<file path="src/design/can_rx_flag_pkg.sv">
// Purpose: shared constants for the receive flag and interrupt enable block
// Assumes: 50 MHz core clock, AXI4-Lite register access, 32-bit data
// Notes: offsets are byte addresses of aligned words
package can_rx_flag_pkg;
  localparam logic [3:0] flags_offset = 4'h0;
  localparam logic [3:0] enables_offset = 4'h4;
  localparam logic [3:0] control_offset = 4'h8;
  localparam logic [3:0] counters_offset = 4'hC;
  // flag bit positions
  localparam int wakeup_bit = 7;
  localparam int status_change_bit = 6;
  localparam int overrun_bit = 1;
  localparam int full_bit = 0;
  // enable bit positions and fields
  localparam int rx_sens_lo = 4;
  localparam int tx_sens_lo = 2;
  localparam logic [7:0] flags_reset = 8'h00;
  localparam logic [7:0] enables_reset = 8'h00;
  localparam logic [1:0] sens_reset = 2'h0;
  // state encodings of the status fields
  localparam logic [1:0] state_ok = 2'h0;
  localparam logic [1:0] state_warning = 2'h1;
  localparam logic [1:0] state_error = 2'h2;
  localparam logic [1:0] state_bus_off = 2'h3;
  // sensitivity codes
  localparam logic [1:0] sens_none = 2'h0;
  localparam logic [1:0] sens_bus_off = 2'h1;
  localparam logic [1:0] sens_error = 2'h2;
  localparam logic [1:0] sens_all = 2'h3;
  // error counter thresholds
  localparam logic [8:0] warning_limit = 9'h060;
  localparam logic [8:0] error_limit = 9'h07F;
  localparam logic [8:0] bus_off_limit = 9'h0FF;
  localparam logic [1:0] resp_okay = 2'h0;
  localparam logic [1:0] resp_slverr = 2'h2;
endpackage

</file>
<file path="src/design/can_rx_flag_irq_enable.sv">
// Purpose: receive flags, status fields and receive interrupt enables
// Assumes: single core clock, synchronous active-low reset, AXI4-Lite slave
// Notes: sleep, wake and error counter inputs come from synchronous logic;
//   only the bus activity pin is synchronised here
// Operation
// overrun sets flag bit 1; error interrupt while flag and enable set.
// full flag bit 0 sets when a message enters the foreground buffer.
// foreground buffer loads only for accepted, crc-good, error-free frames.
// host clears the full flag after reading the foreground buffer.
// no new message loads while the full flag is set.
// receive interrupt pending while full flag set and not masked.
// receiver reports bus-off above 255 tx errors, then jumps to ok.
// enable register held at reset value during initialization mode.
// sensitivity fields survive initialization mode.
// enables always readable; writable only outside initialization mode.
// enable bit 7 gates the wake-up interrupt.
// enable bit 6 gates status-change onto the error interrupt.
// receiver sensitivity bits 5:4 choose which receiver changes interrupt.
// transmitter sensitivity bits 3:2 use the same coding.
// status fields track real state, updating only with no change pending.
// enable bit 1 gates overrun onto the error interrupt.
// enable bit 0 gates the receive-full interrupt.
// host should not read receive buffer while full flag clear.
// host sets wake-up enables to recover from stop or wait.
// writing 1 clears a flag outside init; status fields read-only.
// receiver state 00 up to 96, 01 to 127, 10 above, 11 bus-off.
// wake flag sets on bus activity in sleep with wake function on.
// status-change flag freezes status fields until cleared.
// interrupt outputs are flag AND enable, error ORs overrun and change.
module can_rx_flag_irq_enable (
  input wire logic core_clk_i,
  input wire logic reset_n_i,
  // axi4-lite slave
  input wire logic [3:0] s_axi_awaddr,
  input wire logic s_axi_awvalid,
  output logic s_axi_awready,
  input wire logic [31:0] s_axi_wdata,
  input wire logic [3:0] s_axi_wstrb,
  input wire logic s_axi_wvalid,
  output logic s_axi_wready,
  output logic [1:0] s_axi_bresp,
  output logic s_axi_bvalid,
  input wire logic s_axi_bready,
  input wire logic [3:0] s_axi_araddr,
  input wire logic s_axi_arvalid,
  output logic s_axi_arready,
  output logic [31:0] s_axi_rdata,
  output logic [1:0] s_axi_rresp,
  output logic s_axi_rvalid,
  input wire logic s_axi_rready,
  // protocol engine side
  input wire logic overrun_event_i,
  input wire logic msg_valid_i,
  input wire logic msg_good_i,
  input wire logic [8:0] rx_error_count_i,
  input wire logic [8:0] tx_error_count_i,
  input wire logic tx_bus_off_i,
  input wire logic sleep_mode_i,
  input wire logic bus_activity_i,
  input wire logic init_acknowledge_i,
  output logic queue_ready_o,
  output logic fg_load_o,
  output logic init_request_o,
  output logic wakeup_function_enable_o,
  output logic rx_irq_o,
  output logic err_irq_o,
  output logic wakeup_irq_o
);
  typedef enum logic [1:0] {w_idle, w_resp} wr_state_type;

  logic [7:0] enables;
  logic [1:0] receiver_change_sensitivity;
  logic [1:0] transmitter_change_sensitivity;
  logic wakeup_flag, status_change_flag, overrun_flag, rx_buffer_full_flag;
  logic [1:0] receiver_state, transmitter_state;
  logic [1:0] next_receiver_state, next_transmitter_state;
  logic change_event;
  logic activity_meta, activity_sync;
  logic init_mode;
  logic aw_held, w_held;
  logic [3:0] aw_addr;
  logic [31:0] w_data;
  logic [3:0] w_strb;
  logic wr_fire;
  logic [7:0] wbyte;
  logic [7:0] flags_read;
  wr_state_type wr_state;
  logic load;

  // initialization mode only when both handshake bits are high
  assign init_mode = init_request_o && init_acknowledge_i;
  assign wr_fire = aw_held && w_held && (wr_state == w_idle);
  assign wbyte = w_strb[0] ? w_data[7:0] : 8'h00;
  assign flags_read = {wakeup_flag, status_change_flag, receiver_state,
                       transmitter_state, overrun_flag, rx_buffer_full_flag};

  // bus activity pin is asynchronous; two stages before use
  always_ff @(posedge core_clk_i) begin
    if (!reset_n_i) begin
      activity_meta <= 1'b0;
      activity_sync <= 1'b0;
    end else begin
      activity_meta <= bus_activity_i;
      activity_sync <= activity_meta;
    end
  end

  can_rx_foreground can_rx_foreground_i (
    .core_clk_i(core_clk_i),
    .reset_n_i(reset_n_i),
    .msg_valid_i(msg_valid_i),
    .msg_good_i(msg_good_i),
    .full_flag_i(rx_buffer_full_flag),
    .queue_ready_o(),
    .load_o(load)
  );

  can_rx_state_track can_rx_state_track_i (
    .rx_count_i(rx_error_count_i),
    .tx_count_i(tx_error_count_i),
    .tx_bus_off_i(tx_bus_off_i),
    .receiver_state_i(receiver_state),
    .transmitter_state_i(transmitter_state),
    .receiver_change_sensitivity_i(receiver_change_sensitivity),
    .transmitter_change_sensitivity_i(transmitter_change_sensitivity),
    .next_receiver_state_o(next_receiver_state),
    .next_transmitter_state_o(next_transmitter_state),
    .change_event_o(change_event)
  );

  // write address and data may arrive in either order
  always_ff @(posedge core_clk_i) begin
    if (!reset_n_i) begin
      aw_held <= 1'b0;
      w_held <= 1'b0;
      aw_addr <= 4'h0;
      w_data <= 32'h0000_0000;
      w_strb <= 4'h0;
      s_axi_awready <= 1'b0;
      s_axi_wready <= 1'b0;
    end else begin
      s_axi_awready <= !aw_held && !s_axi_awready && s_axi_awvalid;
      s_axi_wready <= !w_held && !s_axi_wready && s_axi_wvalid;
      if (s_axi_awvalid && s_axi_awready) begin
        aw_held <= 1'b1;
        aw_addr <= s_axi_awaddr;
      end else if (wr_fire) begin
        aw_held <= 1'b0;
      end
      if (s_axi_wvalid && s_axi_wready) begin
        w_held <= 1'b1;
        w_data <= s_axi_wdata;
        w_strb <= s_axi_wstrb;
      end else if (wr_fire) begin
        w_held <= 1'b0;
      end
    end
  end

  // write response one cycle after both halves are held
  always_ff @(posedge core_clk_i) begin
    if (!reset_n_i) begin
      wr_state <= w_idle;
      s_axi_bvalid <= 1'b0;
      s_axi_bresp <= can_rx_flag_pkg::resp_okay;
    end else begin
      case (wr_state)
        w_idle: begin
          if (wr_fire) begin
            wr_state <= w_resp;
            s_axi_bvalid <= 1'b1;
            s_axi_bresp <= (aw_addr[3:2] == can_rx_flag_pkg::counters_offset[3:2]) ?
                           can_rx_flag_pkg::resp_slverr : can_rx_flag_pkg::resp_okay;
          end
        end
        w_resp: begin
          if (s_axi_bready) begin
            wr_state <= w_idle;
            s_axi_bvalid <= 1'b0;
          end
        end
        default: wr_state <= w_idle;
      endcase
    end
  end

  // control register: init request and wake function enable
  always_ff @(posedge core_clk_i) begin
    if (!reset_n_i) begin
      init_request_o <= 1'b1;
      wakeup_function_enable_o <= 1'b0;
    end else if (wr_fire && aw_addr == can_rx_flag_pkg::control_offset && w_strb[0]) begin
      init_request_o <= w_data[0];
      wakeup_function_enable_o <= w_data[1];
    end
  end

  // enable bits cleared in init; sensitivity fields kept
  always_ff @(posedge core_clk_i) begin
    if (!reset_n_i) begin
      enables <= can_rx_flag_pkg::enables_reset;
      receiver_change_sensitivity <= can_rx_flag_pkg::sens_reset;
      transmitter_change_sensitivity <= can_rx_flag_pkg::sens_reset;
    end else if (init_mode) begin
      enables <= can_rx_flag_pkg::enables_reset;
    end else if (wr_fire && aw_addr == can_rx_flag_pkg::enables_offset && w_strb[0]) begin
      enables <= w_data[7:0];
      receiver_change_sensitivity <= w_data[can_rx_flag_pkg::rx_sens_lo +: 2];
      transmitter_change_sensitivity <= w_data[can_rx_flag_pkg::tx_sens_lo +: 2];
    end
  end

  // flags: wake, overrun and full sets win over a write-one clear in the same cycle
  always_ff @(posedge core_clk_i) begin
    if (!reset_n_i || init_mode) begin
      wakeup_flag <= 1'b0;
      status_change_flag <= 1'b0;
      overrun_flag <= 1'b0;
      rx_buffer_full_flag <= 1'b0;
    end else begin
      if (wr_fire && aw_addr == can_rx_flag_pkg::flags_offset) begin
        if (wbyte[can_rx_flag_pkg::wakeup_bit]) wakeup_flag <= 1'b0;
        if (wbyte[can_rx_flag_pkg::status_change_bit]) status_change_flag <= 1'b0;
        if (wbyte[can_rx_flag_pkg::overrun_bit]) overrun_flag <= 1'b0;
        if (wbyte[can_rx_flag_pkg::full_bit]) rx_buffer_full_flag <= 1'b0;
      end
      if (sleep_mode_i && wakeup_function_enable_o && activity_sync) begin
        wakeup_flag <= 1'b1;
      end
      if (change_event && !status_change_flag) begin
        status_change_flag <= 1'b1;
      end
      if (overrun_event_i) begin
        overrun_flag <= 1'b1;
      end
      if (load) begin
        rx_buffer_full_flag <= 1'b1;
      end
    end
  end

  // status fields frozen while a change is pending; kept through init
  always_ff @(posedge core_clk_i) begin
    if (!reset_n_i) begin
      receiver_state <= can_rx_flag_pkg::state_ok;
      transmitter_state <= can_rx_flag_pkg::state_ok;
    end else if (!status_change_flag) begin
      receiver_state <= next_receiver_state; // see R15
      transmitter_state <= next_transmitter_state;
    end
  end

  // interrupt and handshake outputs, all registered
  always_ff @(posedge core_clk_i) begin
    if (!reset_n_i) begin
      rx_irq_o <= 1'b0;
      err_irq_o <= 1'b0;
      wakeup_irq_o <= 1'b0;
      queue_ready_o <= 1'b0;
      fg_load_o <= 1'b0;
    end else begin
      rx_irq_o <= rx_buffer_full_flag && enables[can_rx_flag_pkg::full_bit]; // see R6 see R17
      err_irq_o <= (overrun_flag && enables[can_rx_flag_pkg::overrun_bit]) ||
                   (status_change_flag && enables[can_rx_flag_pkg::status_change_bit]);
      wakeup_irq_o <= wakeup_flag && enables[can_rx_flag_pkg::wakeup_bit];
      queue_ready_o <= !rx_buffer_full_flag && !load;
      fg_load_o <= load;
    end
  end

  // read channel: one cycle to rvalid, held until rready
  always_ff @(posedge core_clk_i) begin
    if (!reset_n_i) begin
      s_axi_arready <= 1'b0;
      s_axi_rvalid <= 1'b0;
      s_axi_rdata <= 32'h0000_0000;
      s_axi_rresp <= can_rx_flag_pkg::resp_okay;
    end else begin
      s_axi_arready <= !s_axi_arready && !s_axi_rvalid && s_axi_arvalid;
      if (s_axi_arvalid && s_axi_arready) begin
        s_axi_rvalid <= 1'b1;
        s_axi_rresp <= can_rx_flag_pkg::resp_okay;
        case (s_axi_araddr)
          can_rx_flag_pkg::flags_offset: s_axi_rdata <= {24'h000000, flags_read};
          can_rx_flag_pkg::enables_offset: s_axi_rdata <= {24'h000000,
            enables[7:6], receiver_change_sensitivity, transmitter_change_sensitivity,
            enables[1:0]};
          can_rx_flag_pkg::control_offset: s_axi_rdata <= {28'h0000000, init_mode,
            init_acknowledge_i, wakeup_function_enable_o, init_request_o};
          can_rx_flag_pkg::counters_offset: s_axi_rdata <= {7'h00, tx_error_count_i,
            7'h00, rx_error_count_i};
          default: begin
            s_axi_rdata <= 32'h0000_0000;
            s_axi_rresp <= can_rx_flag_pkg::resp_slverr;
          end
        endcase
      end else if (s_axi_rready) begin
        s_axi_rvalid <= 1'b0;
      end
    end
  end
endmodule

</file>
<file path="src/design/can_rx_state_track.sv">
// Purpose: maps error counters to state codes and judges status changes
// Assumes: counters come from the protocol engine on the same clock
// Notes: purely combinational
module can_rx_state_track (
  input wire logic [8:0] rx_count_i,
  input wire logic [8:0] tx_count_i,
  input wire logic tx_bus_off_i,
  input wire logic [1:0] receiver_state_i,
  input wire logic [1:0] transmitter_state_i,
  input wire logic [1:0] receiver_change_sensitivity_i,
  input wire logic [1:0] transmitter_change_sensitivity_i,
  output logic [1:0] next_receiver_state_o,
  output logic [1:0] next_transmitter_state_o,
  output logic change_event_o
);
  // a change counts when either end state lies in the selected band
  function automatic logic counts(input logic [1:0] sens, input logic [1:0] a,
                                  input logic [1:0] b);
    logic hit;
    hit = 1'b0;
    case (sens)
      can_rx_flag_pkg::sens_none: hit = 1'b0;
      can_rx_flag_pkg::sens_bus_off: hit = (a == can_rx_flag_pkg::state_bus_off) ||
                                           (b == can_rx_flag_pkg::state_bus_off);
      can_rx_flag_pkg::sens_error: hit = a[1] || b[1];
      default: hit = 1'b1;
    endcase
    return (a != b) && hit;
  endfunction

  function automatic logic [1:0] band(input logic [8:0] cnt);
    if (cnt <= can_rx_flag_pkg::warning_limit) return can_rx_flag_pkg::state_ok;
    else if (cnt <= can_rx_flag_pkg::error_limit) return can_rx_flag_pkg::state_warning;
    else return can_rx_flag_pkg::state_error;
  endfunction

  // receiver reports bus-off too; leaving bus-off drops straight to ok
  always_comb begin
    if (tx_bus_off_i) begin
      next_receiver_state_o = can_rx_flag_pkg::state_bus_off;
      next_transmitter_state_o = can_rx_flag_pkg::state_bus_off;
    end else if (receiver_state_i == can_rx_flag_pkg::state_bus_off) begin
      next_receiver_state_o = can_rx_flag_pkg::state_ok;
      next_transmitter_state_o = band(tx_count_i);
    end else begin
      next_receiver_state_o = band(rx_count_i);
      next_transmitter_state_o = band(tx_count_i);
    end
    change_event_o = counts(receiver_change_sensitivity_i, receiver_state_i,
                            next_receiver_state_o) ||
                     counts(transmitter_change_sensitivity_i, transmitter_state_i,
                            next_transmitter_state_o);
  end
endmodule

</file>
<file path="src/design/can_rx_foreground.sv">
// Purpose: hands queued messages into the foreground buffer slot
// Assumes: queue and engine on the core clock
// Notes: load pulse only when slot free and message was good
module can_rx_foreground (
  input wire logic core_clk_i,
  input wire logic reset_n_i,
  input wire logic msg_valid_i,
  input wire logic msg_good_i,
  input wire logic full_flag_i,
  output logic queue_ready_o,
  output logic load_o
);
  // slot is free only while the full flag is clear
  always_comb begin
    queue_ready_o = !full_flag_i;
  end

  // bad frames are dropped without loading the slot
  always_ff @(posedge core_clk_i) begin
    if (!reset_n_i) begin
      load_o <= 1'b0;
    end else begin
      load_o <= msg_valid_i && msg_good_i && !full_flag_i && !load_o;
    end
  end
endmodule

</file>
<file path="config.mk">
export PLATFORM = sky130hd
export DESIGN_NAME = can_rx_flag_irq_enable
export DESIGN_NICKNAME = d
export VERILOG_FILES = /design/src/design/can_rx_flag_pkg.sv /design/src/design/can_rx_flag_irq_enable.sv /design/src/design/can_rx_state_track.sv /design/src/design/can_rx_foreground.sv
export SDC_FILE = /design/constraint.sdc
export NUM_CORES = 1
export LEC_CHECK = 0
export BUFFER_PORTS_ARGS = -buffer_cell sky130_fd_sc_hd__buf_2
export CAP_MARGIN = 20
export CORE_MARGIN = 1
export CORE_UTILIZATION = 45
export DETAILED_ROUTE_END_ITERATION = 6
export GPL_ROUTABILITY_DRIVEN = 0
export PLACE_DENSITY = 0.76
export SYNTH_ARGS = -nofsm -noshare
export SYNTH_HDL_FRONTEND = slang
export SYNTH_SLANG_ARGS = --single-unit
</file>
<file path="constraint.sdc">
create_clock -name core_clk_i -period 1.5 [get_ports core_clk_i]
set_input_delay 0 -clock core_clk_i [delete_from_list [all_inputs] [get_ports core_clk_i]]
set_output_delay 0 -clock core_clk_i [all_outputs]
set_load 0.005 [all_outputs]
</file>
==> results.json, run 1 <==
{
  "cts_sinks": 66,
  "path_clk_slew_ps": 70,
  "crit_type": "reg -> reg",
  "fp-row-count": 29,
  "fin_crit_sh": 0.962,
  "outcome": "completed",
  "die_x_um": 83.3,
  "power_frac_clock": 0.441,
  "avgSynthCellArea_sq_um": 9.42,
  "crit_arrival_ps": 1670,
  "antenna_found_initial": 0,
  "hpwl_um": 4980,
  "combPwrFrac": 0.096,
  "drive_gt1_frac": 0.277,
  "regArea_sq_um": 1320,
  "track_usage": 0.225,
  "swShare": 0.223,
  "avgViaCountPerCell": 5.14,
  "fin_worst_skew_ps": 8.28,
  "nets": 516,
  "hold-worst-slack_ps": 9.75,
  "tns_ps": 0,
  "grt_max_degree": 35,
  "cts_root_buffer": "clkbuf_8",
  "synth_area_leaders": "dfxtp_1 44%, nor2b_1 5.5%, mux2i_1 5.4%, a22oi_1 4.8%, buf_4 4.5%",
  "dieHeight_um": 83.3,
  "cts_tree": "yes",
  "postLayoutCoreUtil": 0.637,
  "grt_pass1_vias": 2579,
  "ios": 124,
  "yosysSeqAreaShare": 0.444,
  "numPortBuffers": 80,
  "coreArea_sq_um": 6350,
  "cellLeakagePower_nw": 1.73,
  "insertion_delay_ps": 350,
  "finalSetupViolations": 0,
  "grt_pass1_wl_um": 12300,
  "cts_inserted_buffers": 9,
  "finalHoldViolCount": 0,
  "start_util": 0.469,
  "p_int_w": 0.00307,
  "yosysWarnings": 0,
  "routed_wl_um": 7430,
  "wire_per_inst_um": 14.3,
  "cap_violations": 0,
  "endpoint_kind": "flip-flop",
  "cts_max_level": 3,
  "postSynthRegisterBits": 66,
  "synth_cell_types": 47,
  "vias": 2677,
  "start_kind": "flip-flop",
  "syn2layout_area_growth_pct": 36.0,
  "crit_path_max_fanout": 9,
  "num-fill-cells": 540,
  "gr-total-overflow": 0,
  "dr.pass1.iters": 4,
  "synth_flop_cell": "dfxtp_1",
  "slew_viol_final": 0,
  "ant_nets": 0,
  "min_path_type": "in -> reg",
  "worst_ir_drop_vdd_v": 0.000658,
  "min_period_ps": 1440,
  "cp.required_ps": 1720,
  "seqPwrFrac": 0.463,
  "max_freq_mhz": 693,
  "synth_area_sq_um": 2980,
  "multi_input_area_sq_um": 1500,
  "synth_edf_count": 0,
  "rsz0062_at_grt": "true",
  "p_sw_w": 0.000883,
  "total_power_w": 0.00395,
  "dr.first_iter.drc_count": 108,
  "synth_cells": 316,
  "p_per_area_nw_per_um2": 977,
  "clockBufferDepth": 2,
  "async_reset_ff_frac": 0,
  "yosys.area.top_type_share": 0.444,
  "design.die.area_sq_um": 6940,
  "diodes": 0,
  "synth_top_area_cell": "dfxtp_1",
  "route.detailed.drc": 0
}
==> cell usage after synthesis, types with 3 or more instances <==
library cell / number
nor3b_1: 3
a21oi_1: 5
o211ai_1: 3
nand3_1: 14
a21boi_0: 17
nor3_1: 5
mux4_2: 3
nor2_1: 11
o21ai_0: 11
and2_1: 6
and3_1: 4
clkbuf_1: 10
mux2i_1: 16
a22oi_1: 19
nand2_1: 36
buf_2: 5
inv_1: 5
nor2b_1: 26
buf_4: 18
dfxtp_1: 66
==> worst paths after layout <==
check / startpoint / endpoint / slack, ps / cells after the start
min reg2reg: activity_meta / activity_sync / 430 / 1
min: rx_error_count_i[8] / s_axi_rdata[8] / 10 / 3
max reg2reg: receiver_state[0] / status_change_flag / 60 / 4
max: receiver_state[0] / status_change_flag / 60 / 4
==> cells in the final DEF, fill, tap and decap left out, types with 2 or more instances in the layout <==
cell type / synthesis / routed
nor2_1: 11 / 11
dlygate4sd3_1: 0 / 36
nor3b_1: 3 / 2
a32oi_1: 2 / 2
mux4_2: 3 / 3
buf_4: 18 / 15
a311o_1: 2 / 2
buf_2: 5 / 80
dfxtp_1: 66 / 65
a22oi_1: 19 / 19
nand2b_1: 2 / 2
and2_1: 6 / 6
a21oi_1: 5 / 5
nor2b_1: 26 / 26
inv_1: 5 / 5
nor4bb_1: 2 / 2
a21boi_0: 17 / 17
o21ai_0: 11 / 11
nand2_1: 36 / 36
mux2i_1: 16 / 16
a211o_1: 2 / 2
nand3_1: 14 / 14
nor3_1: 5 / 5
bufinv_16: 0 / 2
and3_1: 4 / 4
nand4b_1: 2 / 2
clkbuf_8: 0 / 12
conb_1: 1 / 16
o211ai_1: 3 / 3
==> state kept, by name, summed over array words and instances (netlist names), 2 cells and up <==
name	count
s_axi_rdata	18
receiver_state	2
receiver_change_sensitivity	2
aw_addr	4
transmitter_change_sensitivity	2
enables	4
w_data	8
transmitter_state	2
==> what timing repair did <==
| item | in CTS | in global routing |
|---|---|---|
| setup buffers | 0 | 1 |
| hold buffers | 36 | 0 |
| gates resized for setup | 0 | 5 |
| endpoints found under the setup margin | 0 | 9 |
| endpoints found under the hold margin | 31 | 0 |
==> cell families after synthesis <==
family                     after synthesis  share of synthesized area
AOI/OAI and AO/OA                       67                      0.164
adders and majority gates                1                    0.00420
buffers and inverters                   39                     0.0765
DFF                                     66                      0.444
muxes                                   19                     0.0765
other                                    1                    0.00126
and+or+nand+nor                        123                      0.233
==> layer usage <==
layer	global-route usage	vias to the layer above	wire [um]
li1	-	1344	-
met1	0.271	1226	3240
met2	0.378	93	3570
met3	0.0427	14	425
met4	0.122	0	187
met5	0	-	0
==> worst max-delay path, stage by stage, from the launching register on <==
cell and delay [ps]:
dfxtp_1 470, or4b_1 450, o21ai_0 90, and4b_1 240, o32ai_2 70
==> per-stage QoR <==
step	area [sq um]	setup slack [ps]	instances
6_report	4050	57.7	521
5_1_grt	4050	-21.9	521
4_1_cts	4020	35.8	520
3_5_place_dp	3420	16.4	468
3_3_place_gp	3420	55.4	468
2_1_floorplan	3030	115	331
==> final cells by class <==
cell class / count / area share
clock inverter: 4 / 0.0179
clock buffer: 12 / 0.0408
multi-input combinational: 226 / 0.370
inverter: 5 / 0.00464
timing repair buffer: 131 / 0.216
tap: 77 / 0.0238
sequential: 66 / 0.327
==> power groups by stage <==
stage	logic (W)	clock network [W]	registers, W
after floorplan	0.000205	0	0.00186
after global placement	0.000297	0	0.00187
after detailed placement	0.000305	0	0.00187
after CTS	0.000374	0.00177	0.00183
after global routing	0.000420	0.00185	0.00183
final	0.000381	0.00174	0.00183
Power figures use the tool's default switching activity.
==> inputs of run 2 (changes only) <==
- CTS_BUF_LIST: unset -> sky130_fd_sc_hd__clkbuf_4
==> run 2 against run 1 <==
Net effect: clock-buffer cell count decreased by 3; power decreased by 11%; sequential share of layout area increased by 0.37 points; core utilization decreased by 0.65 points; sequential cell count unchanged; sequential power about the same; highest routed layer unchanged.
==> results.json, run 2 (same netlist as run 1, synthesis figures left out) <==
{
  "crit_path_max_fanout": 9,
  "layout_common_cells": "80 x buf_2, 64 x dfxtp_1, 41 x dlygate4sd3_1, 36 x nand2_1, 26 x nor2b_1",
  "endpoint_kind": "flip-flop",
  "cts_max_level": 3,
  "cts_sinks": 66,
  "nets": 521,
  "track_usage": 0.225,
  "vias": 2708,
  "outcome": "completed",
  "cts_root_buffer": "clkbuf_4",
  "timing.critical_path.to": "status_change_flag",
  "syn2layout_area_growth_pct": 34.6,
  "seqPwrFrac": 0.522,
  "route.detailed.drc": 0,
  "swShare": 0.240,
  "numPortBuffers": 80,
  "ios": 124,
  "cp.required_ps": 1800,
  "reg2reg_from": "receiver_state[0]",
  "wire_per_inst_um": 14.0,
  "fp-row-count": 29,
  "slew_viol_final": 0,
  "drive_gt1_frac": 0.267,
  "rsz0062_at_grt": "true",
  "cts_tree": "yes",
  "start_util": 0.469,
  "coreArea_sq_um": 6350,
  "finalSetupViolations": 0,
  "pre_cts_ws_ps": 16.4,
  "diodes": 0,
  "die_x_um": 83.3,
  "top_register": "s_axi_rdata",
  "hpwl_um": 4980,
  "fin_worst_skew_ps": 10.8,
  "finalHoldViolCount": 0,
  "cellLeakagePower_nw": 1.71,
  "final_common_cell": "buf_2",
  "p_per_area_nw_per_um2": 875,
  "grt_pass1_wl_um": 12400,
  "dr.pass1.iters": 4,
  "min_period_ps": 1440,
  "crit_type": "reg -> reg",
  "cp-startpoint": "receiver_state[0]",
  "crit_arrival_ps": 1740,
  "path_clk_slew_ps": 110,
  "start_kind": "flip-flop",
  "routed_wl_um": 7370,
  "worst_ir_drop_vdd_v": 0.000597,
  "final_area_sq_um": 4000,
  "dieHeight_um": 83.3,
  "insertion_delay_ps": 410,
  "p_int_w": 0.00266,
  "largest_reg_flops": 18,
  "grt_max_degree": 35,
  "fin_crit_sh": 0.962,
  "design.die.area_sq_um": 6940,
  "cts_inserted_buffers": 9,
  "postLayoutCoreUtil": 0.631,
  "min_path_type": "in -> reg",
  "reg2regPathDepth": 4,
  "cap_violations": 0,
  "combPwrFrac": 0.110,
  "dr.first_iter.drc_count": 100,
  "max_freq_mhz": 693,
  "r2r_setup_slack_ps": 60,
  "placed_area_sq_um": 3420,
  "grt_pass1_vias": 2668,
  "p_sw_w": 0.000839,
  "ant_nets": 0,
  "fin_ws_ps": 57.6,
  "largestRegisters": "s_axi_rdata x18, w_data x8",
  "gr-total-overflow": 0,
  "worst_r2r_endpoint": "status_change_flag",
  "avgViaCountPerCell": 5.15,
  "antenna_found_initial": 0,
  "clockBufferDepth": 2,
  "power_frac_clock": 0.367
}
[run 2: what timing repair did]
| item | in CTS | in global routing |
|---|---|---|
| resized for setup | 0 | 5 |
| endpoints found under the hold margin | 44 | 0 |
| setup endpoints to repair | 0 | 10 |
| hold buffers | 41 | 0 |
| buffers inserted | 0 | 1 |
[run 2: metrics by stage]
stage	std cells	setup TNS, ps	total power (W)	hold slack (ps)
after floorplan	331	0	0.00206	117
after global placement	468	0	0.00216	207
after detailed placement	468	0	0.00217	210
after CTS	525	0	0.00353	6.82
after global routing	526	-13.6	0.00366	54.5
final	526	0	0.00350	26.6
[run 2: how the worst min path moves through the flow]
stage                              from                    to  slack [ps]  depth (start not counted)
floorplan               overrun_event_i          overrun_flag         120                          2
global placement         bus_activity_i         activity_meta         210                          2
detailed placement       bus_activity_i         activity_meta         210                          2
CTS                 tx_error_count_i[8]  transmitter_state[1]           7                          4
global route               tx_bus_off_i     receiver_state[1]          50                          4
finish              rx_error_count_i[6]        s_axi_rdata[6]          30                          5
[run 2: power groups by stage]
| stage | registers [W] | clock network (W) | logic [W] |
|---|---|---|---|
| final | 0.00183 | 0.00129 | 0.000387 |
| after global routing | 0.00184 | 0.00140 | 0.000429 |
| after CTS | 0.00183 | 0.00132 | 0.000383 |
| after detailed placement | 0.00187 | 0 | 0.000305 |
| after global placement | 0.00187 | 0 | 0.000297 |
| after floorplan | 0.00186 | 0 | 0.000205 |
[run 2: cell type report]
type	count	area [sq um]
Timing Repair Buffer	136	923
Fill cell	545	2350
Sequential cell	66	1320
Tap cell	77	96.3
Inverter	5	18.8
Clock buffer	9	67.6
Clock inverter	7	83.8
Multi-Input combinational cell	226	1490
[run 2: routing by layer]
metal / track usage / share of wire / wire (um) / vias to the layer above
met5: 0 / 0 / 0 / -
met4: 0.113 / 0.023 / 171 / 0
met3: 0.0447 / 0.049 / 364 / 15
met2: 0.382 / 0.48 / 3560 / 94
met1: 0.270 / 0.44 / 3260 / 1245
li1: - / - / - / 1354
[run 2: worst max-delay path, cell delays in order (launching register included)]
cell     delay (ps)
dfxtp_1         480
or4b_1          460
o21ai_0          90
and4b_1         240
o32ai_2          70
==> inputs of run 3 (changes only) <==
- HOLD_SLACK_MARGIN: unset -> 0.12
- RECOVER_POWER: unset -> 50
==> run 3 against run 2 <==
Net effect: first-iteration DRC count increased by 29%; worst setup slack about the same; worst hold slack improved by 110 ps; highest routed layer unchanged; maximum frequency about the same; cell count increased by 2.3%; via count increased by 2.0%; clock power about the same; global-route usage increased by 0.49 points; combinational power increased by 7.0%; clock-buffer cell count unchanged.
==> results.json, run 3 (same netlist as run 1, synthesis figures left out) <==
{
  "outcome": "completed",
  "cts_tree": "yes",
  "top_register": "s_axi_rdata",
  "grt_pass1_vias": 2700,
  "insertion_delay_ps": 410,
  "avgViaCountPerCell": 5.14,
  "layout_common_cells": "73 x buf_2, 65 x dfxtp_1, 54 x dlygate4sd3_1, 36 x nand2_1, 26 x nor2b_1",
  "grt.busiest_layer": "met2",
  "max_freq_mhz": 693,
  "reg2regPathDepth": 4,
  "fp-row-count": 29,
  "rsz0062_at_grt": "true",
  "final_common_cell": "buf_2",
  "numPortBuffers": 80,
  "nets": 533,
  "cts_max_level": 3,
  "ant_nets": 0,
  "cp_slowest_cell": "dfxtp_1",
  "fin_worst_skew_ps": 13.7,
  "cp.required_ps": 1800,
  "crit_chain": "or4b_1 -> o21ai_0 -> and4b_1 -> o32ai_2",
  "met3_usage": 0.0467,
  "start_kind": "flip-flop",
  "fin_crit_sh": 0.962,
  "tns_ps": 0,
  "dieHeight_um": 83.3,
  "die_x_um": 83.3,
  "path_clk_slew_ps": 110,
  "min_path_type": "in -> reg",
  "routed_wl_um": 7610,
  "largest_reg_flops": 18,
  "cap_violations": 0,
  "design.die.area_sq_um": 6940,
  "hpwl_um": 4980,
  "grt_pass1_wl_um": 12700,
  "cts_sinks": 66,
  "diodes": 0,
  "cts_inserted_buffers": 9,
  "dr.first_iter.drc_count": 129,
  "hold-worst-slack_ps": 141,
  "combPwrFrac": 0.117,
  "use_met2": 0.389,
  "min_period_ps": 1440,
  "final_area_sq_um": 4130,
  "placed_area_sq_um": 3420,
  "num-fill-cells": 544,
  "wire_per_inst_um": 14.1,
  "gr-total-overflow": 0,
  "drive_gt1_frac": 0.243,
  "cts_root_buffer": "clkbuf_4",
  "finalSetupViolations": 0,
  "postLayoutCoreUtil": 0.650,
  "coreArea_sq_um": 6350,
  "dr.pass1.iters": 4,
  "clockBufferDepth": 2,
  "crit_type": "reg -> reg",
  "grt_util_met1": 0.279,
  "track_usage": 0.230,
  "slew_viol_final": 0,
  "endpoint_kind": "flip-flop",
  "start_util": 0.469,
  "p_sw_w": 0.000851,
  "grt_max_degree": 35,
  "antenna_found_initial": 0,
  "crit_arrival_ps": 1750,
  "vias": 2763,
  "cellLeakagePower_nw": 1.74,
  "crit_path_max_fanout": 9,
  "p_int_w": 0.00268,
  "ios": 124,
  "hold_depth": 5,
  "cpPeakStageDelay_ps": 490,
  "worst_ir_drop_vdd_v": 0.000616,
  "total_power_w": 0.00354,
  "largestRegisters": "s_axi_rdata x18, w_data x8",
  "power_frac_clock": 0.366,
  "syn2layout_area_growth_pct": 38.7,
  "p_per_area_nw_per_um2": 857,
  "finalHoldViolCount": 0,
  "seqPwrFrac": 0.517,
  "route.detailed.drc": 0,
  "swShare": 0.241
}
==> run 3: what timing repair did <==
| action | 4_1_cts | 5_1_grt |
|---|---|---|
| endpoints found under the setup margin | 0 | 12 |
| resized for setup | 0 | 9 |
| setup buffers | 0 | 0 |
| endpoints found under the hold margin | 59 | 0 |
| hold buffers | 54 | 0 |
==> run 3: power by group through the flow <==
stage / Combinational (W) / Sequential (W) / Clock [W]
4_1_cts: 0.000407 / 0.00183 / 0.00132
5_1_grt: 0.000455 / 0.00184 / 0.00140
6_report: 0.000414 / 0.00183 / 0.00129
3_5_place_dp: 0.000305 / 0.00187 / 0
3_3_place_gp: 0.000297 / 0.00187 / 0
2_1_floorplan: 0.000205 / 0.00186 / 0
==> run 3: path summary, 6_finish.rpt <==
| path | slack [ps] | start | end |
|---|---|---|---|
| worst min register to register | 440 | activity_meta | activity_sync |
| worst max-delay path | 60 | receiver_state[0] | status_change_flag |
| worst max register to register | 60 | receiver_state[0] | status_change_flag |
| worst min-delay path | 140 | tx_error_count_i[7] | transmitter_state[0] |
==> run 3: stage by stage <==
stage | instances | worst slack, ps
6_report | 538 | 57.3
5_1_grt | 538 | -13.6
4_1_cts | 538 | 36.8
3_5_place_dp | 468 | 16.4
3_3_place_gp | 468 | 55.4
2_1_floorplan | 331 | 115
==> run 3: metal layers <==
layer	vias to the layer above	part of all wire
li1	1378	-
met1	1279	0.44
met2	93	0.48
met3	13	0.053
met4	0	0.020
met5	-	0
==> run 3: layout make-up <==
cell class | instances | area [sq um] | area share
flip-flops and latches | 66 | 1320 | 0.320
clock buffers | 9 | 67.6 | 0.0164
well taps | 77 | 96.3 | 0.0233
clock inverters | 7 | 83.8 | 0.0203
multi-input cells | 226 | 1500 | 0.363
repair buffers | 148 | 1040 | 0.252
inverters | 5 | 18.8 | 0.00455
==> run 3: critical path, delay by kind of cell, from the launching register on <==
| family | cells | cell delay (ps) |
|---|---|---|
| flip-flops | 1 | 490 |
| AND/OR/NAND/NOR | 2 | 700 |
| AO/OA/AOI/OAI | 2 | 170 |
